==> config.mk <==
export PLATFORM = sky130hd
export DESIGN_NAME = dual_timer_counter
export DESIGN_NICKNAME = d
export VERILOG_FILES = /design/src/shared/dual_timer_pkg.sv /design/src/core/dual_timer_counter.sv
export VERILOG_INCLUDE_DIRS = /design/src /design/src/shared
export SDC_FILE = /design/constraint.sdc
export NUM_CORES = 1
export LEC_CHECK = 0
export ABC_AREA = 1
export ABC_CLOCK_PERIOD_IN_PS = 2000
export BUFFER_PORTS_ARGS = -buffer_cell sky130_fd_sc_hd__buf_2
export CELL_PAD_IN_SITES_DETAIL_PLACEMENT = 1
export CELL_PAD_IN_SITES_GLOBAL_PLACEMENT = 2
export CORE_ASPECT_RATIO = 0.7
export CORE_UTILIZATION = 33
export DETAILED_ROUTE_END_ITERATION = 8
export PLACE_DENSITY = 0.88
export SYNTH_ARGS = -nofsm -noshare
export SYNTH_HDL_FRONTEND = slang
export SYNTH_SLANG_ARGS = --single-unit
==> constraint.sdc <==
create_clock -name sys_clk -period 2 [get_ports sys_clk]
set_clock_uncertainty 0.1 [all_clocks]
set_input_delay 0.2 -clock sys_clk [delete_from_list [all_inputs] [get_ports sys_clk]]
set_output_delay 0.2 -clock sys_clk [all_outputs]
set_load 0.01 [all_outputs]
==> src/shared/dual_timer_params.svh <==
/*
  Constants for the dual timer/counter: register addresses, field positions,
  reset values and prescale counts. Assumes an 8-bit special-function-register bus.
*/
`ifndef DUAL_TIMER_PARAMS_SVH
`define DUAL_TIMER_PARAMS_SVH
`define ADDR_TIMER_CONTROL 8'h88
`define ADDR_TIMER_MODE_SELECT 8'h89
`define ADDR_TIMER0_COUNT_LOW 8'h8a
`define ADDR_TIMER1_COUNT_LOW 8'h8b
`define ADDR_TIMER0_COUNT_HIGH 8'h8c
`define ADDR_TIMER1_COUNT_HIGH 8'h8d
`define ADDR_TIMER_AUX_CLOCK 8'ha3
`define ADDR_TIMER_AUX_PRESCALE 8'ha4
`define ADDR_TIMER_AUX_GATE 8'ha5
`define RESET_BYTE 8'h00
`define BIT_TF1 7
`define BIT_TR1 6
`define BIT_TF0 5
`define BIT_TR0 4
`define BIT_T1_GATE 7
`define BIT_T1_CT 6
`define BIT_T1_MODE_HI 5
`define BIT_T1_MODE_LO 4
`define BIT_T0_GATE 3
`define BIT_T0_CT 2
`define BIT_T0_MODE_HI 1
`define BIT_T0_MODE_LO 0
`define BIT_T1_FAST 3
`define BIT_T0_FAST 2
`define BIT_T1_CKOE 1
`define BIT_T0_CKOE 0
`define BIT_T0_XL 0
`define BIT_T1_G1 5
`define BIT_T0_G1 4
`define DIV12_LAST 8'd11
`define DIV48_LAST 8'd47
`define DIV192_LAST 8'd191
`define ZERO_BYTE 8'h00
`define ONES_BYTE 8'hff
`endif

==> src/shared/dual_timer_pkg.sv <==
/*
  Types for the dual timer/counter. Assumes the params header for numbers.
*/
`default_nettype none
package dual_timer_pkg;
    typedef enum logic [1:0] {
        MODE_PWM8,
        MODE_COUNT16,
        MODE_RELOAD8,
        MODE_SPLIT
    } timer_mode_t;

    typedef struct packed {
        logic [7:0] addr;
        logic [7:0] wdata;
        logic wr;
        logic rd;
    } sfr_req_t;

    typedef struct packed {
        logic ext_irq_zero_active;
        logic ext_irq_one_active;
        logic timer_two_flag_active;
        logic timer_three_flag_active;
        logic serial_one_tx_flag_active;
        logic keyboard_irq_active;
    } gate_src_t;
endpackage : dual_timer_pkg
`default_nettype wire

==> src/core/dual_timer_counter.sv <==
/*
  Timer zero and timer one with 16-bit, 8-bit reload, split, stop and clock-out
  operation, reached over the special-function-register bus.
  Assumes the bus is on sys_clk; pins and the slow oscillator are asynchronous.
*/
// What this block does
// (RULE1) mode 1 counts 16 bits, same gating
// (RULE2) mode 2 low byte reloads from high byte
// (RULE3) timer one mode 3 holds its count
// (RULE4) timer zero mode 3 low byte own controls
// (RULE5) split high byte: internal clock, timer one controls
// (RULE6) clock-out enable forces reload and toggles pin
// (RULE7) clock-out rate is input over 2(256-reload)
// (RULE8) clock-out overflow still sets overflow flag
// (RULE9) software keeps interrupt off in clock-out
// (RULE10) timer one serves baud and clock-out together
// (RULE11) software loads bytes before setting run
// (RULE12) overflow flags set by hardware, cleared either
// (RULE13) run bit zero stops the timer
// (RULE14) two-bit gate select picks gate source
// (RULE15) two-bit mode field encodes four modes
// (RULE16) select bits pick eight or four clocks
// (RULE17) pin counts on high then low sample
// (RULE18) timer one clock: /12, pin, clock, /48
// (RULE19) timer zero clock: eight sources incl /192
// (RULE20) mode 0 rolls over and sets flag
// (RULE21) advance only when run and gate allow
// (RULE22) 16-bit wrap sets flag, no reload
`include "dual_timer_params.svh"
`default_nettype none
module dual_timer_counter
    import dual_timer_pkg::*;
(
    input wire logic sys_clk,
    input wire logic nrst,
    input wire sfr_req_t sfr_req,
    input wire logic [7:0] sfr_wmask,
    input wire logic irq_ack_zero,
    input wire logic irq_ack_one,
    input wire logic timer_zero_pin,
    input wire logic timer_one_pin,
    input wire logic internal_low_speed_oscillator,
    input wire logic watchdog_prescaler_output,
    input wire gate_src_t gate_src,
    output logic [7:0] sfr_rdata,
    output logic timer_zero_clock_out_pin,
    output logic timer_one_clock_out_pin,
    output logic timer_zero_overflow_flag,
    output logic timer_one_overflow_flag,
    output logic timer_one_overflow_event
);
    logic [7:0] control_reg, mode_reg, aux_clock_reg, aux_prescale_reg, aux_gate_reg;
    logic [7:0] count_reg [4];
    logic [7:0] div12_reg, div48_reg, div192_reg;
    logic [2:0] pin0_sync_reg, pin1_sync_reg, lso_sync_reg, wdt_sync_reg;
    logic t1_ovf_reg;

    // async inputs: stage 0 feeds stage 1 only, stage 2 is the previous sample
    always_ff @(posedge sys_clk) begin
        if (!nrst) begin
            pin0_sync_reg <= 3'h0;
            pin1_sync_reg <= 3'h0;
            lso_sync_reg <= 3'h0;
            wdt_sync_reg <= 3'h0;
        end else begin
            pin0_sync_reg <= {pin0_sync_reg[1:0], timer_zero_pin};
            pin1_sync_reg <= {pin1_sync_reg[1:0], timer_one_pin};
            lso_sync_reg <= {lso_sync_reg[1:0], internal_low_speed_oscillator};
            wdt_sync_reg <= {wdt_sync_reg[1:0], watchdog_prescaler_output};
        end
    end

    always_ff @(posedge sys_clk) begin
        if (!nrst) begin
            div12_reg <= `ZERO_BYTE;
            div48_reg <= `ZERO_BYTE;
            div192_reg <= `ZERO_BYTE;
        end else begin
            div12_reg <= (div12_reg == `DIV12_LAST) ? `ZERO_BYTE : div12_reg + 8'h01;
            div48_reg <= (div48_reg == `DIV48_LAST) ? `ZERO_BYTE : div48_reg + 8'h01;
            div192_reg <= (div192_reg == `DIV192_LAST) ? `ZERO_BYTE : div192_reg + 8'h01;
        end
    end

    logic tick12, tick48, tick192;
    assign tick12 = (div12_reg == `DIV12_LAST);
    assign tick48 = (div48_reg == `DIV48_LAST);
    assign tick192 = (div192_reg == `DIV192_LAST);

    // pin edges sampled every sys_clk; falling sample pair counts
    logic pin0_fall, pin1_fall, lso_rise, wdt_rise;
    assign pin0_fall = pin0_sync_reg[2] & ~pin0_sync_reg[1]; // RULE17
    assign pin1_fall = pin1_sync_reg[2] & ~pin1_sync_reg[1]; // RULE17
    assign lso_rise = ~lso_sync_reg[2] & lso_sync_reg[1];
    assign wdt_rise = ~wdt_sync_reg[2] & wdt_sync_reg[1];

    timer_mode_t mode0, mode1;
    assign mode0 = timer_mode_t'(mode_reg[`BIT_T0_MODE_HI:`BIT_T0_MODE_LO]); // RULE15
    assign mode1 = timer_mode_t'(mode_reg[`BIT_T1_MODE_HI:`BIT_T1_MODE_LO]); // RULE15

    logic tick0, tick1;
    always_comb begin
        case ({aux_prescale_reg[`BIT_T0_XL], aux_clock_reg[`BIT_T0_FAST], mode_reg[`BIT_T0_CT]}) // RULE16 RULE19
            3'h0: tick0 = tick12;
            3'h1: tick0 = pin0_fall;
            3'h2: tick0 = 1'b1;
            3'h3: tick0 = lso_rise;
            3'h4: tick0 = tick48;
            3'h5: tick0 = wdt_rise;
            3'h6: tick0 = tick192;
            default: tick0 = t1_ovf_reg;
        endcase
        case ({aux_clock_reg[`BIT_T1_FAST], mode_reg[`BIT_T1_CT]}) // RULE16 RULE18
            2'h0: tick1 = tick12;
            2'h1: tick1 = pin1_fall;
            2'h2: tick1 = 1'b1;
            default: tick1 = tick48;
        endcase
    end

    logic gate0_ok, gate1_ok;
    always_comb begin
        case ({aux_gate_reg[`BIT_T0_G1], mode_reg[`BIT_T0_GATE]}) // RULE14
            2'h0: gate0_ok = 1'b1;
            2'h1: gate0_ok = gate_src.ext_irq_zero_active;
            2'h2: gate0_ok = gate_src.timer_two_flag_active;
            default: gate0_ok = gate_src.keyboard_irq_active;
        endcase
        case ({aux_gate_reg[`BIT_T1_G1], mode_reg[`BIT_T1_GATE]}) // RULE14
            2'h0: gate1_ok = 1'b1;
            2'h1: gate1_ok = gate_src.ext_irq_one_active;
            2'h2: gate1_ok = gate_src.timer_three_flag_active;
            default: gate1_ok = gate_src.serial_one_tx_flag_active;
        endcase
    end

    logic ckoe0, ckoe1, split;
    assign ckoe0 = aux_clock_reg[`BIT_T0_CKOE];
    assign ckoe1 = aux_clock_reg[`BIT_T1_CKOE];
    assign split = (mode0 == MODE_SPLIT) && !ckoe0;

    logic step0, step1, step_split_hi;
    assign step0 = control_reg[`BIT_TR0] & gate0_ok & tick0; // RULE13 RULE21
    // timer one stands still in mode 3 unless clock-out overrides the mode
    assign step1 = control_reg[`BIT_TR1] & gate1_ok & tick1 & (ckoe1 || mode1 != MODE_SPLIT); // RULE3 RULE21
    // split high byte: internal /12 or fast clock only, started by timer one run
    assign step_split_hi = split & control_reg[`BIT_TR1]
        & (aux_clock_reg[`BIT_T0_FAST] ? 1'b1 : tick12); // RULE5

    // per-timer count update; index 0 timer zero, 1 timer one
    logic [7:0] lo_next [2];
    logic [7:0] hi_next [2];
    logic ovf [2];
    logic ovf_hi_split;

    genvar t;
    generate
        for (t = 0; t < 2; t++) begin : g_timer
            logic step, ckoe;
            timer_mode_t md;
            assign step = (t == 0) ? step0 : step1;
            assign ckoe = (t == 0) ? ckoe0 : ckoe1;
            assign md = (t == 0) ? mode0 : mode1;
            always_comb begin
                lo_next[t] = count_reg[t];
                hi_next[t] = count_reg[t + 2];
                ovf[t] = 1'b0;
                if (step) begin
                    if (ckoe || md == MODE_RELOAD8) begin
                        ovf[t] = (count_reg[t] == `ONES_BYTE); // RULE2 RULE6 RULE8
                        lo_next[t] = ovf[t] ? count_reg[t + 2] : count_reg[t] + 8'h01; // RULE2 RULE6
                    end else if (md == MODE_SPLIT) begin
                        ovf[t] = (count_reg[t] == `ONES_BYTE); // RULE4
                        lo_next[t] = count_reg[t] + 8'h01; // RULE4
                    end else begin
                        // pwm and 16-bit both roll over the full 16 bits
                        {hi_next[t], lo_next[t]} = {count_reg[t + 2], count_reg[t]} + 16'h0001; // RULE1 RULE20
                        ovf[t] = ({count_reg[t + 2], count_reg[t]} == 16'hffff); // RULE22 RULE20
                    end
                end
            end
        end
    endgenerate

    assign ovf_hi_split = step_split_hi && (count_reg[2] == `ONES_BYTE); // RULE5

    logic wr_ctl, wr_mode;
    logic [3:0] wr_cnt;
    assign wr_ctl = sfr_req.wr && sfr_req.addr == `ADDR_TIMER_CONTROL;
    assign wr_mode = sfr_req.wr && sfr_req.addr == `ADDR_TIMER_MODE_SELECT;
    assign wr_cnt[0] = sfr_req.wr && sfr_req.addr == `ADDR_TIMER0_COUNT_LOW;
    assign wr_cnt[1] = sfr_req.wr && sfr_req.addr == `ADDR_TIMER1_COUNT_LOW;
    assign wr_cnt[2] = sfr_req.wr && sfr_req.addr == `ADDR_TIMER0_COUNT_HIGH;
    assign wr_cnt[3] = sfr_req.wr && sfr_req.addr == `ADDR_TIMER1_COUNT_HIGH;

    // software write wins over a count step on the same byte
    always_ff @(posedge sys_clk) begin
        if (!nrst) begin
            for (int i = 0; i < 4; i++) begin
                count_reg[i] <= `RESET_BYTE;
            end
        end else begin
            count_reg[0] <= wr_cnt[0] ? sfr_req.wdata : lo_next[0];
            count_reg[1] <= wr_cnt[1] ? sfr_req.wdata : lo_next[1];
            count_reg[2] <= wr_cnt[2] ? sfr_req.wdata : (step_split_hi ? count_reg[2] + 8'h01 : hi_next[0]);
            count_reg[3] <= wr_cnt[3] ? sfr_req.wdata : hi_next[1];
        end
    end

    logic set_tf0, set_tf1;
    assign set_tf0 = ovf[0]; // RULE12
    // split high byte takes over timer one's flag; timer one still pulses its event
    assign set_tf1 = split ? ovf_hi_split : ovf[1]; // RULE5 RULE12

    always_ff @(posedge sys_clk) begin
        if (!nrst) begin
            control_reg <= `RESET_BYTE;
        end else begin
            if (wr_ctl) begin
                control_reg <= (control_reg & ~sfr_wmask) | (sfr_req.wdata & sfr_wmask);
            end
            // hardware set wins over any clear in the same cycle
            if (irq_ack_zero && !set_tf0) begin
                control_reg[`BIT_TF0] <= 1'b0; // RULE12
            end
            if (irq_ack_one && !set_tf1) begin
                control_reg[`BIT_TF1] <= 1'b0; // RULE12
            end
            if (set_tf0) begin
                control_reg[`BIT_TF0] <= 1'b1; // RULE12 RULE8
            end
            if (set_tf1) begin
                control_reg[`BIT_TF1] <= 1'b1; // RULE12 RULE8
            end
        end
    end

    always_ff @(posedge sys_clk) begin
        if (!nrst) begin
            mode_reg <= `RESET_BYTE;
            aux_clock_reg <= `RESET_BYTE;
            aux_prescale_reg <= `RESET_BYTE;
            aux_gate_reg <= `RESET_BYTE;
        end else begin
            if (wr_mode) begin
                mode_reg <= sfr_req.wdata;
            end
            if (sfr_req.wr && sfr_req.addr == `ADDR_TIMER_AUX_CLOCK) begin
                aux_clock_reg <= sfr_req.wdata;
            end
            if (sfr_req.wr && sfr_req.addr == `ADDR_TIMER_AUX_PRESCALE) begin
                aux_prescale_reg <= sfr_req.wdata;
            end
            if (sfr_req.wr && sfr_req.addr == `ADDR_TIMER_AUX_GATE) begin
                aux_gate_reg <= sfr_req.wdata;
            end
        end
    end

    // clock-out toggles once per overflow, giving 2*(256-reload) input ticks per period
    always_ff @(posedge sys_clk) begin
        if (!nrst) begin
            timer_zero_clock_out_pin <= 1'b0;
            timer_one_clock_out_pin <= 1'b0;
            t1_ovf_reg <= 1'b0;
            timer_one_overflow_event <= 1'b0;
        end else begin
            if (ckoe0 && ovf[0]) begin
                timer_zero_clock_out_pin <= ~timer_zero_clock_out_pin; // RULE6 RULE7
            end
            if (ckoe1 && ovf[1]) begin
                timer_one_clock_out_pin <= ~timer_one_clock_out_pin; // RULE6 RULE7
            end
            t1_ovf_reg <= ovf[1];
            // baud source sees the same overflow that drives clock-out
            timer_one_overflow_event <= ovf[1]; // RULE10
        end
    end

    always_ff @(posedge sys_clk) begin
        if (!nrst) begin
            sfr_rdata <= `RESET_BYTE;
            timer_zero_overflow_flag <= 1'b0;
            timer_one_overflow_flag <= 1'b0;
        end else begin
            timer_zero_overflow_flag <= control_reg[`BIT_TF0];
            timer_one_overflow_flag <= control_reg[`BIT_TF1];
            if (sfr_req.rd) begin
                case (sfr_req.addr)
                    `ADDR_TIMER_CONTROL: sfr_rdata <= control_reg;
                    `ADDR_TIMER_MODE_SELECT: sfr_rdata <= mode_reg;
                    `ADDR_TIMER0_COUNT_LOW: sfr_rdata <= count_reg[0];
                    `ADDR_TIMER1_COUNT_LOW: sfr_rdata <= count_reg[1];
                    `ADDR_TIMER0_COUNT_HIGH: sfr_rdata <= count_reg[2];
                    `ADDR_TIMER1_COUNT_HIGH: sfr_rdata <= count_reg[3];
                    `ADDR_TIMER_AUX_CLOCK: sfr_rdata <= aux_clock_reg;
                    `ADDR_TIMER_AUX_PRESCALE: sfr_rdata <= aux_prescale_reg;
                    `ADDR_TIMER_AUX_GATE: sfr_rdata <= aux_gate_reg;
                    default: sfr_rdata <= `RESET_BYTE;
                endcase
            end
        end
    end
endmodule : dual_timer_counter
`default_nettype wire

==> results of run 1 <==
## per-stage QoR
| stage | setup WS, ns | cells | cell area (sq um) | power, mW |
|---|---|---|---|---|
| after global placement | -0.0764 | 1356 | 7530 | 2.77 |
| after floorplan | 0.266 | 1008 | 6670 | 2.62 |
| after global routing | -0.0333 | 1410 | 8540 | 6.19 |
| after detailed placement | -0.110 | 1356 | 7530 | 2.77 |
| after CTS | 0.00861 | 1401 | 8330 | 6.03 |
| final | 0.117 | 1410 | 8540 | 6.01 |
## repair_timing
item | CTS | global route
buffers inserted | 0 | 8
hold buffers | 13 | 0
gates cloned | 0 | 1
setup endpoints to repair | 29 | 36
hold endpoints to repair | 16 | 0
pin swaps | 5 | 12
resized for setup | 12 | 45
## tightest hold or removal path, cell delays in order
cell and delay (ns):
buf_2 0.15, nand3_1 0.10, a21oi_1 0.06
## per-layer routing
layer	wire [microns]	up-vias	part of all wire (%)	GRT usage, %
met2	11200	173	43	38.7
met1	13100	3564	50	37.3
met4	260	0	1.0	5.37
li1	-	3535	-	-
met5	0	-	0	0
met3	1470	24	5.6	5.35
## kinds of logic (layout without fill, tap and decap cells)
logic type / after synthesis / after routing / synth area share, %
adders and majority gates: 6 / 6 / 1.13
AOI/OAI and AO/OA: 214 / 214 / 17.1
xor gates and xnor gates: 29 / 29 / 3.81
buffers and inverters: 159 / 290 / 9.83
DFF: 121 / 121 / 36.3
and+or+nand+nor: 479 / 480 / 31.8
## where the power goes
part           internal (mW)  switching (mW)  total [mW]
clock                   2.00            1.25        3.25
sequential              2.44          0.0195        2.46
combinational          0.102           0.197       0.300
total                   4.55            1.46        6.01
## area by class of cell
class / instances / share of cell area, %
well taps: 270 / 3.96
multi-input cells: 729 / 44.2
clock inverters: 13 / 1.95
inverters: 132 / 5.83
flip-flops and latches: 121 / 28.5
clock buffers: 19 / 5.19
repair buffers: 126 / 10.4
## cells in the mapped netlist
cell / n
and3_1: 1
o22ai_1: 15
buf_2: 8
inv_1: 124
xnor2_1: 2
or2_2: 3
nor4_1: 2
nand3_1: 75
xor2_1: 27
ha_1: 6
or2_1: 1
a21oi_1: 103
a31oi_1: 3
nor3_4: 2
dfxtp_1: 121
o21ai_1: 10
nand3_2: 4
nor3_2: 1
nor3_1: 11
nor2_1: 103
nor3b_1: 5
a311oi_1: 4
nor2_2: 5
nand2_4: 1
clkbuf_1: 11
o21a_1: 1
o21ai_0: 67
inv_2: 8
nand4_1: 17
nand2_2: 6
nand2_1: 236
nor2_4: 6
o211ai_1: 9
o211ai_2: 1
buf_4: 3
buf_6: 5
o21bai_1: 1
## how the worst min path moves through the flow
| stage | start | endpoint | slack [ns] | depth (start not counted) |
|---|---|---|---|---|
| detailed placement | timer_zero_pin | pin0_sync_reg[0] | 0.29 | 3 |
| global route | nrst | wdt_sync_reg[1] | 0.05 | 3 |
| finish | sfr_req[9] | aux_gate_reg[7] | 0.04 | 3 |
| global placement | timer_zero_pin | pin0_sync_reg[0] | 0.28 | 3 |
| floorplan | internal_low_speed_oscillator | lso_sync_reg[0] | 0.20 | 2 |
| CTS | sfr_req[9] | aux_gate_reg[7] | 0.03 | 3 |
## placed cells by master, fill, tap and decap left out, types with 27 or more instances in the layout
master / netlist / layout
a21oi_1: 103 / 100
buf_2: 8 / 52
buf_4: 3 / 56
dfxtp_1: 121 / 117
inv_1: 124 / 122
nand2_1: 236 / 223
nand3_1: 75 / 73
nor2_1: 103 / 96
o21ai_0: 67 / 64
xor2_1: 27 / 27
==> impl_results.md, run 1 <==
* Outcome: finished clean
* Worst r2r path cells at 10
* Register bit total from synthesis at 121
* Seq/Total Area, Yosys at between 30% and 40%
* Critical path type: reg2reg
* I/O pin count at 53
* Total grt overflow at 0
* Root cell of the clock tree: clkbuf_16
* Area of the multi-input gates at 3780 sq um
* Top post-synthesis cells by area: dfxtp_1 (36%), nand2_1 (13%), a21oi_1 (7.7%)
* Hold Crit Class: in2reg
* Wire length per cell at roughly 18 microns
* Post-synth top area share at between 30% and 40%
* CTS buffer count at 17
* Fillers at about 2600
* Layout cells sized above 1 at a little under a fifth
* Crit path max-delay family: simple AND/OR/NAND/NOR gates
* Worst-path cell chain: ha_4 > nand2_2 > nor2_4 > nand3_4 > o211ai_4 > nand2_2 > buf_6 > buf_4 > nand3_1 > a21oi_1
* FF-to-FF Start: div48_reg[0]
* Clock slew at reported path FFs at ~0.060 ns
* Worst setup path start: div48_reg[0]
* Final net count at 1173
* Worst Path Buf+Inv at 2
* Full die area at 20800 sq um
* CTS max path bufs at 2
* Clk_lat worst skew at 0.43 ns
* Number of buffers added on ports at 52
* CP Capture Point: count_reg[1][6]
* CORE AREA at 19800 sq um
* Initial antenna violation count at 0
* Max-slew violations at 0
* Die Ht at between 100 and 150 microns
* Max Fclk at 0.531 GHz
* Worst VDD drop at 0.598 mV
* Worst slew pin tran at 0.512 ns
* Vias per inst at 5.17
* N_diodes at 0
* Power Density at 704 nW/um^2
* Setup violations, final at 0
* CP Launch Type: register
* Register Area at 2430 sq um
* Vias at roughly 7300
* Final core occ at 43.1%
* # clock sinks at 121
* Pin count of the biggest net entering global routing at 50
* CP required at roughly 2.2 ns
* Vias in the first global route at 7054
* Cells after Synth at 1008
* Initial drt markers at between 500 and 600
* GPL Wtd Cong at 0.899
* Final ANT Viol Nets at 0
* Post-synth top area cell: dfxtp_1
* CP max-delay cell: dfxtp_2
* Count of final hold-check violations at 0
* Post-Route WL at between 20 and 30 mm
* Kind of end point of the critical path: register
* Max-cap viol count at 0
* CP max FO at 9
* Crit path time final at 1.88 ns
* Critical Path Max Stage Delay at ~0.36 ns
* Syn avg cell area at about 6.6 sq um
* Leakage power at 3.54 nW
* Unrepaired setup endpoints after global routing: yes
* FF-to-FF End: count_reg[1][6]
* Syn_nets at around 1100
* Max-slew headroom at between 60% and 70%
* First-pass GRT wire length at roughly 40 mm
* Initial Util at between 30 and 40%
* Synth Cell Area at approximately 6700 sq um
* Critical path depth in cells at 10
* H-tree level count at 4
* CTS tree: built
* Max reg flops at 32
* Residual DRC at 0
* Final setup TNS at 0 ns
* Crit path DAT at roughly 2.1 ns
* Placed wire-length estimate at slightly below 20 mm
* Synthesis-to-layout area growth at 28.0%
* R2R Setup Slk at 0.12 ns
* Synth cell types at 37
* Post-route clock period utilization at 94.1%
* Most common cell on crit path: nand2_2
* Die Wd at about 170 microns
* GRT Total Usage at 25.7%
* # rows at 43
* Min Hold Slack at 0.0413 ns
* Pre-Repair DR Iteration Count at 4
* Yosys Warn Count at 0
(Power assumes the default switching activity.)
==> run 2: changes to the inputs <==
--- a/config.mk
+++ b/config.mk
@@ -7,14 +7,14 @@
 export NUM_CORES = 1
 export LEC_CHECK = 0
 export ABC_AREA = 1
-export ABC_CLOCK_PERIOD_IN_PS = 2000
+export ABC_CLOCK_PERIOD_IN_PS = 2190
 export BUFFER_PORTS_ARGS = -buffer_cell sky130_fd_sc_hd__buf_2
 export CELL_PAD_IN_SITES_DETAIL_PLACEMENT = 1
 export CELL_PAD_IN_SITES_GLOBAL_PLACEMENT = 2
 export CORE_ASPECT_RATIO = 0.7
-export CORE_UTILIZATION = 33
+export CORE_UTILIZATION = 34
 export DETAILED_ROUTE_END_ITERATION = 8
-export PLACE_DENSITY = 0.88
+export PLACE_DENSITY = 0.9
 export SYNTH_ARGS = -nofsm -noshare
 export SYNTH_HDL_FRONTEND = slang
 export SYNTH_SLANG_ARGS = --single-unit
==> constraint.sdc (replaced) <==
create_clock -name sys_clk -period 2.19 [get_ports sys_clk]
set_clock_uncertainty 0.1 [all_clocks]
set_input_delay 0.219 -clock sys_clk [delete_from_list [all_inputs] [get_ports sys_clk]]
set_output_delay 0.219 -clock sys_clk [all_outputs]
set_load 0.01 [all_outputs]
==> impl_results.md, run 2 (same netlist as run 1, synthesis figures left out) <==
* Worst slew pin tran at 0.567 ns
* Max-slew headroom at 62.2%
* Clk_lat worst skew at between 0.4 and 0.5 ns
* Most common cell after layout, fill and taps aside: nand2_1
* Kind of end point of the critical path: register
* Worst VDD drop at 0.477 mV
* Vias at 7145
* Vias in the first global route at 6911
* Critical path type: reg2reg
* H-tree level count at 4
* Post-Route WL at 24.7 mm
* Final worst slack at between 0.1 and 0.15 ns
* Max-cap viol count at 0
* Outcome: finished clean
* Synthesis-to-layout area growth at 21.5%
* Full die area at 20200 sq um
* N_diodes at 0
* Final core occ at 42.5%
* # clock sinks at approximately 120
* First-pass GRT wire length at 38.9 mm
* Max reg flops at 32
* Crit path time final at ~2.1 ns
* Total power at approximately 5.4 mW
* FF-to-FF Start: div192_reg[0]
* Layout cells sized above 1 at 14.5%
* Number of buffers added on ports at 52
* Residual DRC at 0
* Hold Crit Class: in2reg
* Max-slew violations at 0
* CP Capture Point: count_reg[0][5]
* Placed wire-length estimate at 18.7 mm
* I/O pin count at 53
* Count of final hold-check violations at 0
* Power Density at between 600 and 700 nW/um^2
* Vias per inst at roughly 5.2
* GRT Total Usage at 25.6%
* Clock slew at reported path FFs at 0.06 ns
* Max Fclk at around 0.49 GHz
* FF-to-FF End: count_reg[0][5]
* Leakage power at 3.35 nW
* CTS tree: built
* Most frequent cells in the layout: nand2_1 (233), inv_1 (123), dfxtp_1 (119), nor2_1 (103), a21oi_1 (103)
* Dpl ws at 0.0111 ns
* Worst r2r path cells at 10
* Post-route clock period utilization at ~94%
* Pin count of the biggest net entering global routing at 25
* Final ANT Viol Nets at 0
* CTS buffer count at 17
* CP max FO at 8
* Worst setup path start: div192_reg[0]
* Pre-Repair DR Iteration Count at 8
* CORE AREA at 19100 sq um
* Die Ht at about 120 microns
* CP Launch Type: register
* Crit path DAT at around 2.3 ns
* CP required at about 2.4 ns
* CTS max path bufs at 2
* Final net count at 1142
* GPL Wtd Cong at around 0.87
* Initial antenna violation count at 0
* Root cell of the clock tree: clkbuf_16
* Fillers at 2500
* Wire length per cell at 18.0 microns
* Cell area after placement at about 7400 sq um
* Post-route cell area at just over 8000 sq um
* Initial drt markers at 649
* # rows at 42
* Total grt overflow at 0
* R2R Setup Slk at about 0.13 ns
* Die Wd at 169 microns
* Initial Util at 35.0%
* Setup violations, final at 0
-- run 2: worst min path at each step --
stage | start | endpoint | slack (ns) | cells past startpoint
after floorplan | internal_low_speed_oscillator | lso_sync_reg[0] | 0.22 | 2
after global placement | lso_sync_reg[0] | lso_sync_reg[1] | 0.29 | 2
after detailed placement | lso_sync_reg[0] | lso_sync_reg[1] | 0.30 | 2
after CTS | irq_ack_zero | control_reg[5] | 0.006 | 4
after global routing | irq_ack_zero | control_reg[5] | 0.008 | 4
final | irq_ack_zero | control_reg[5] | 0.008 | 4
-- run 2: stage by stage --
step / TNS [ns] / cells / hold slack [ns]
2_1_floorplan: 0 / 1008 / 0.217
3_3_place_gp: 0 / 1329 / 0.293
3_5_place_dp: 0 / 1329 / 0.303
4_1_cts: 0 / 1371 / 0.00594
5_1_grt: -0.0279 / 1372 / 0.00814
6_report: 0 / 1372 / 0.00769
-- run 2: cell type report --
cell class | instances | area, sq um | area share (%)
Clock inverter | 12 | 141 | 1.74
Multi-Input combinational cell | 728 | 3630 | 44.8
Sequential cell | 121 | 2420 | 29.9
Inverter | 132 | 499 | 6.16
Tap cell | 264 | 330 | 4.07
Timing Repair Buffer | 96 | 631 | 7.78
Clock buffer | 19 | 453 | 5.59
-- run 2: where the power goes --
part / internal [mW] / switching, mW / total, mW
logic: 0.0782 / 0.167 / 0.245
registers: 2.23 / 0.0146 / 2.24
clock network: 1.74 / 1.14 / 2.87
total: 4.04 / 1.32 / 5.36
-- run 2: worst max-delay path, cell delays in order (launching register included) --
cell and delay (ns):
dfxtp_1 0.35, ha_1 0.17, nand2_1 0.10, nor3_4 0.19, nand4_1 0.20, nand3_2 0.19
nand2_1 0.10, nand2_2 0.16, clkinvlp_4 0.18, nand2_1 0.11, a21oi_1 0.07
-- run 2: per-layer routing --
| metal | up-vias | wire (microns) | share of wire [%] | GRT usage [%] |
|---|---|---|---|---|
| li1 | 3476 | - | - | - |
| met1 | 3434 | 12400 | 50 | 38.1 |
| met2 | 210 | 10300 | 42 | 37.2 |
| met3 | 25 | 1720 | 7.0 | 5.48 |
| met4 | 0 | 278 | 1.1 | 6.08 |
| met5 | - | 0 | 0 | 0 |
-- run 2: timing repair --
action,in CTS,in global routing
pin swaps,0,5
setup buffers,0,1
gates resized for setup,1,10
hold buffers,11,0
endpoints found under the setup margin,3,27
hold endpoints to repair,11,0
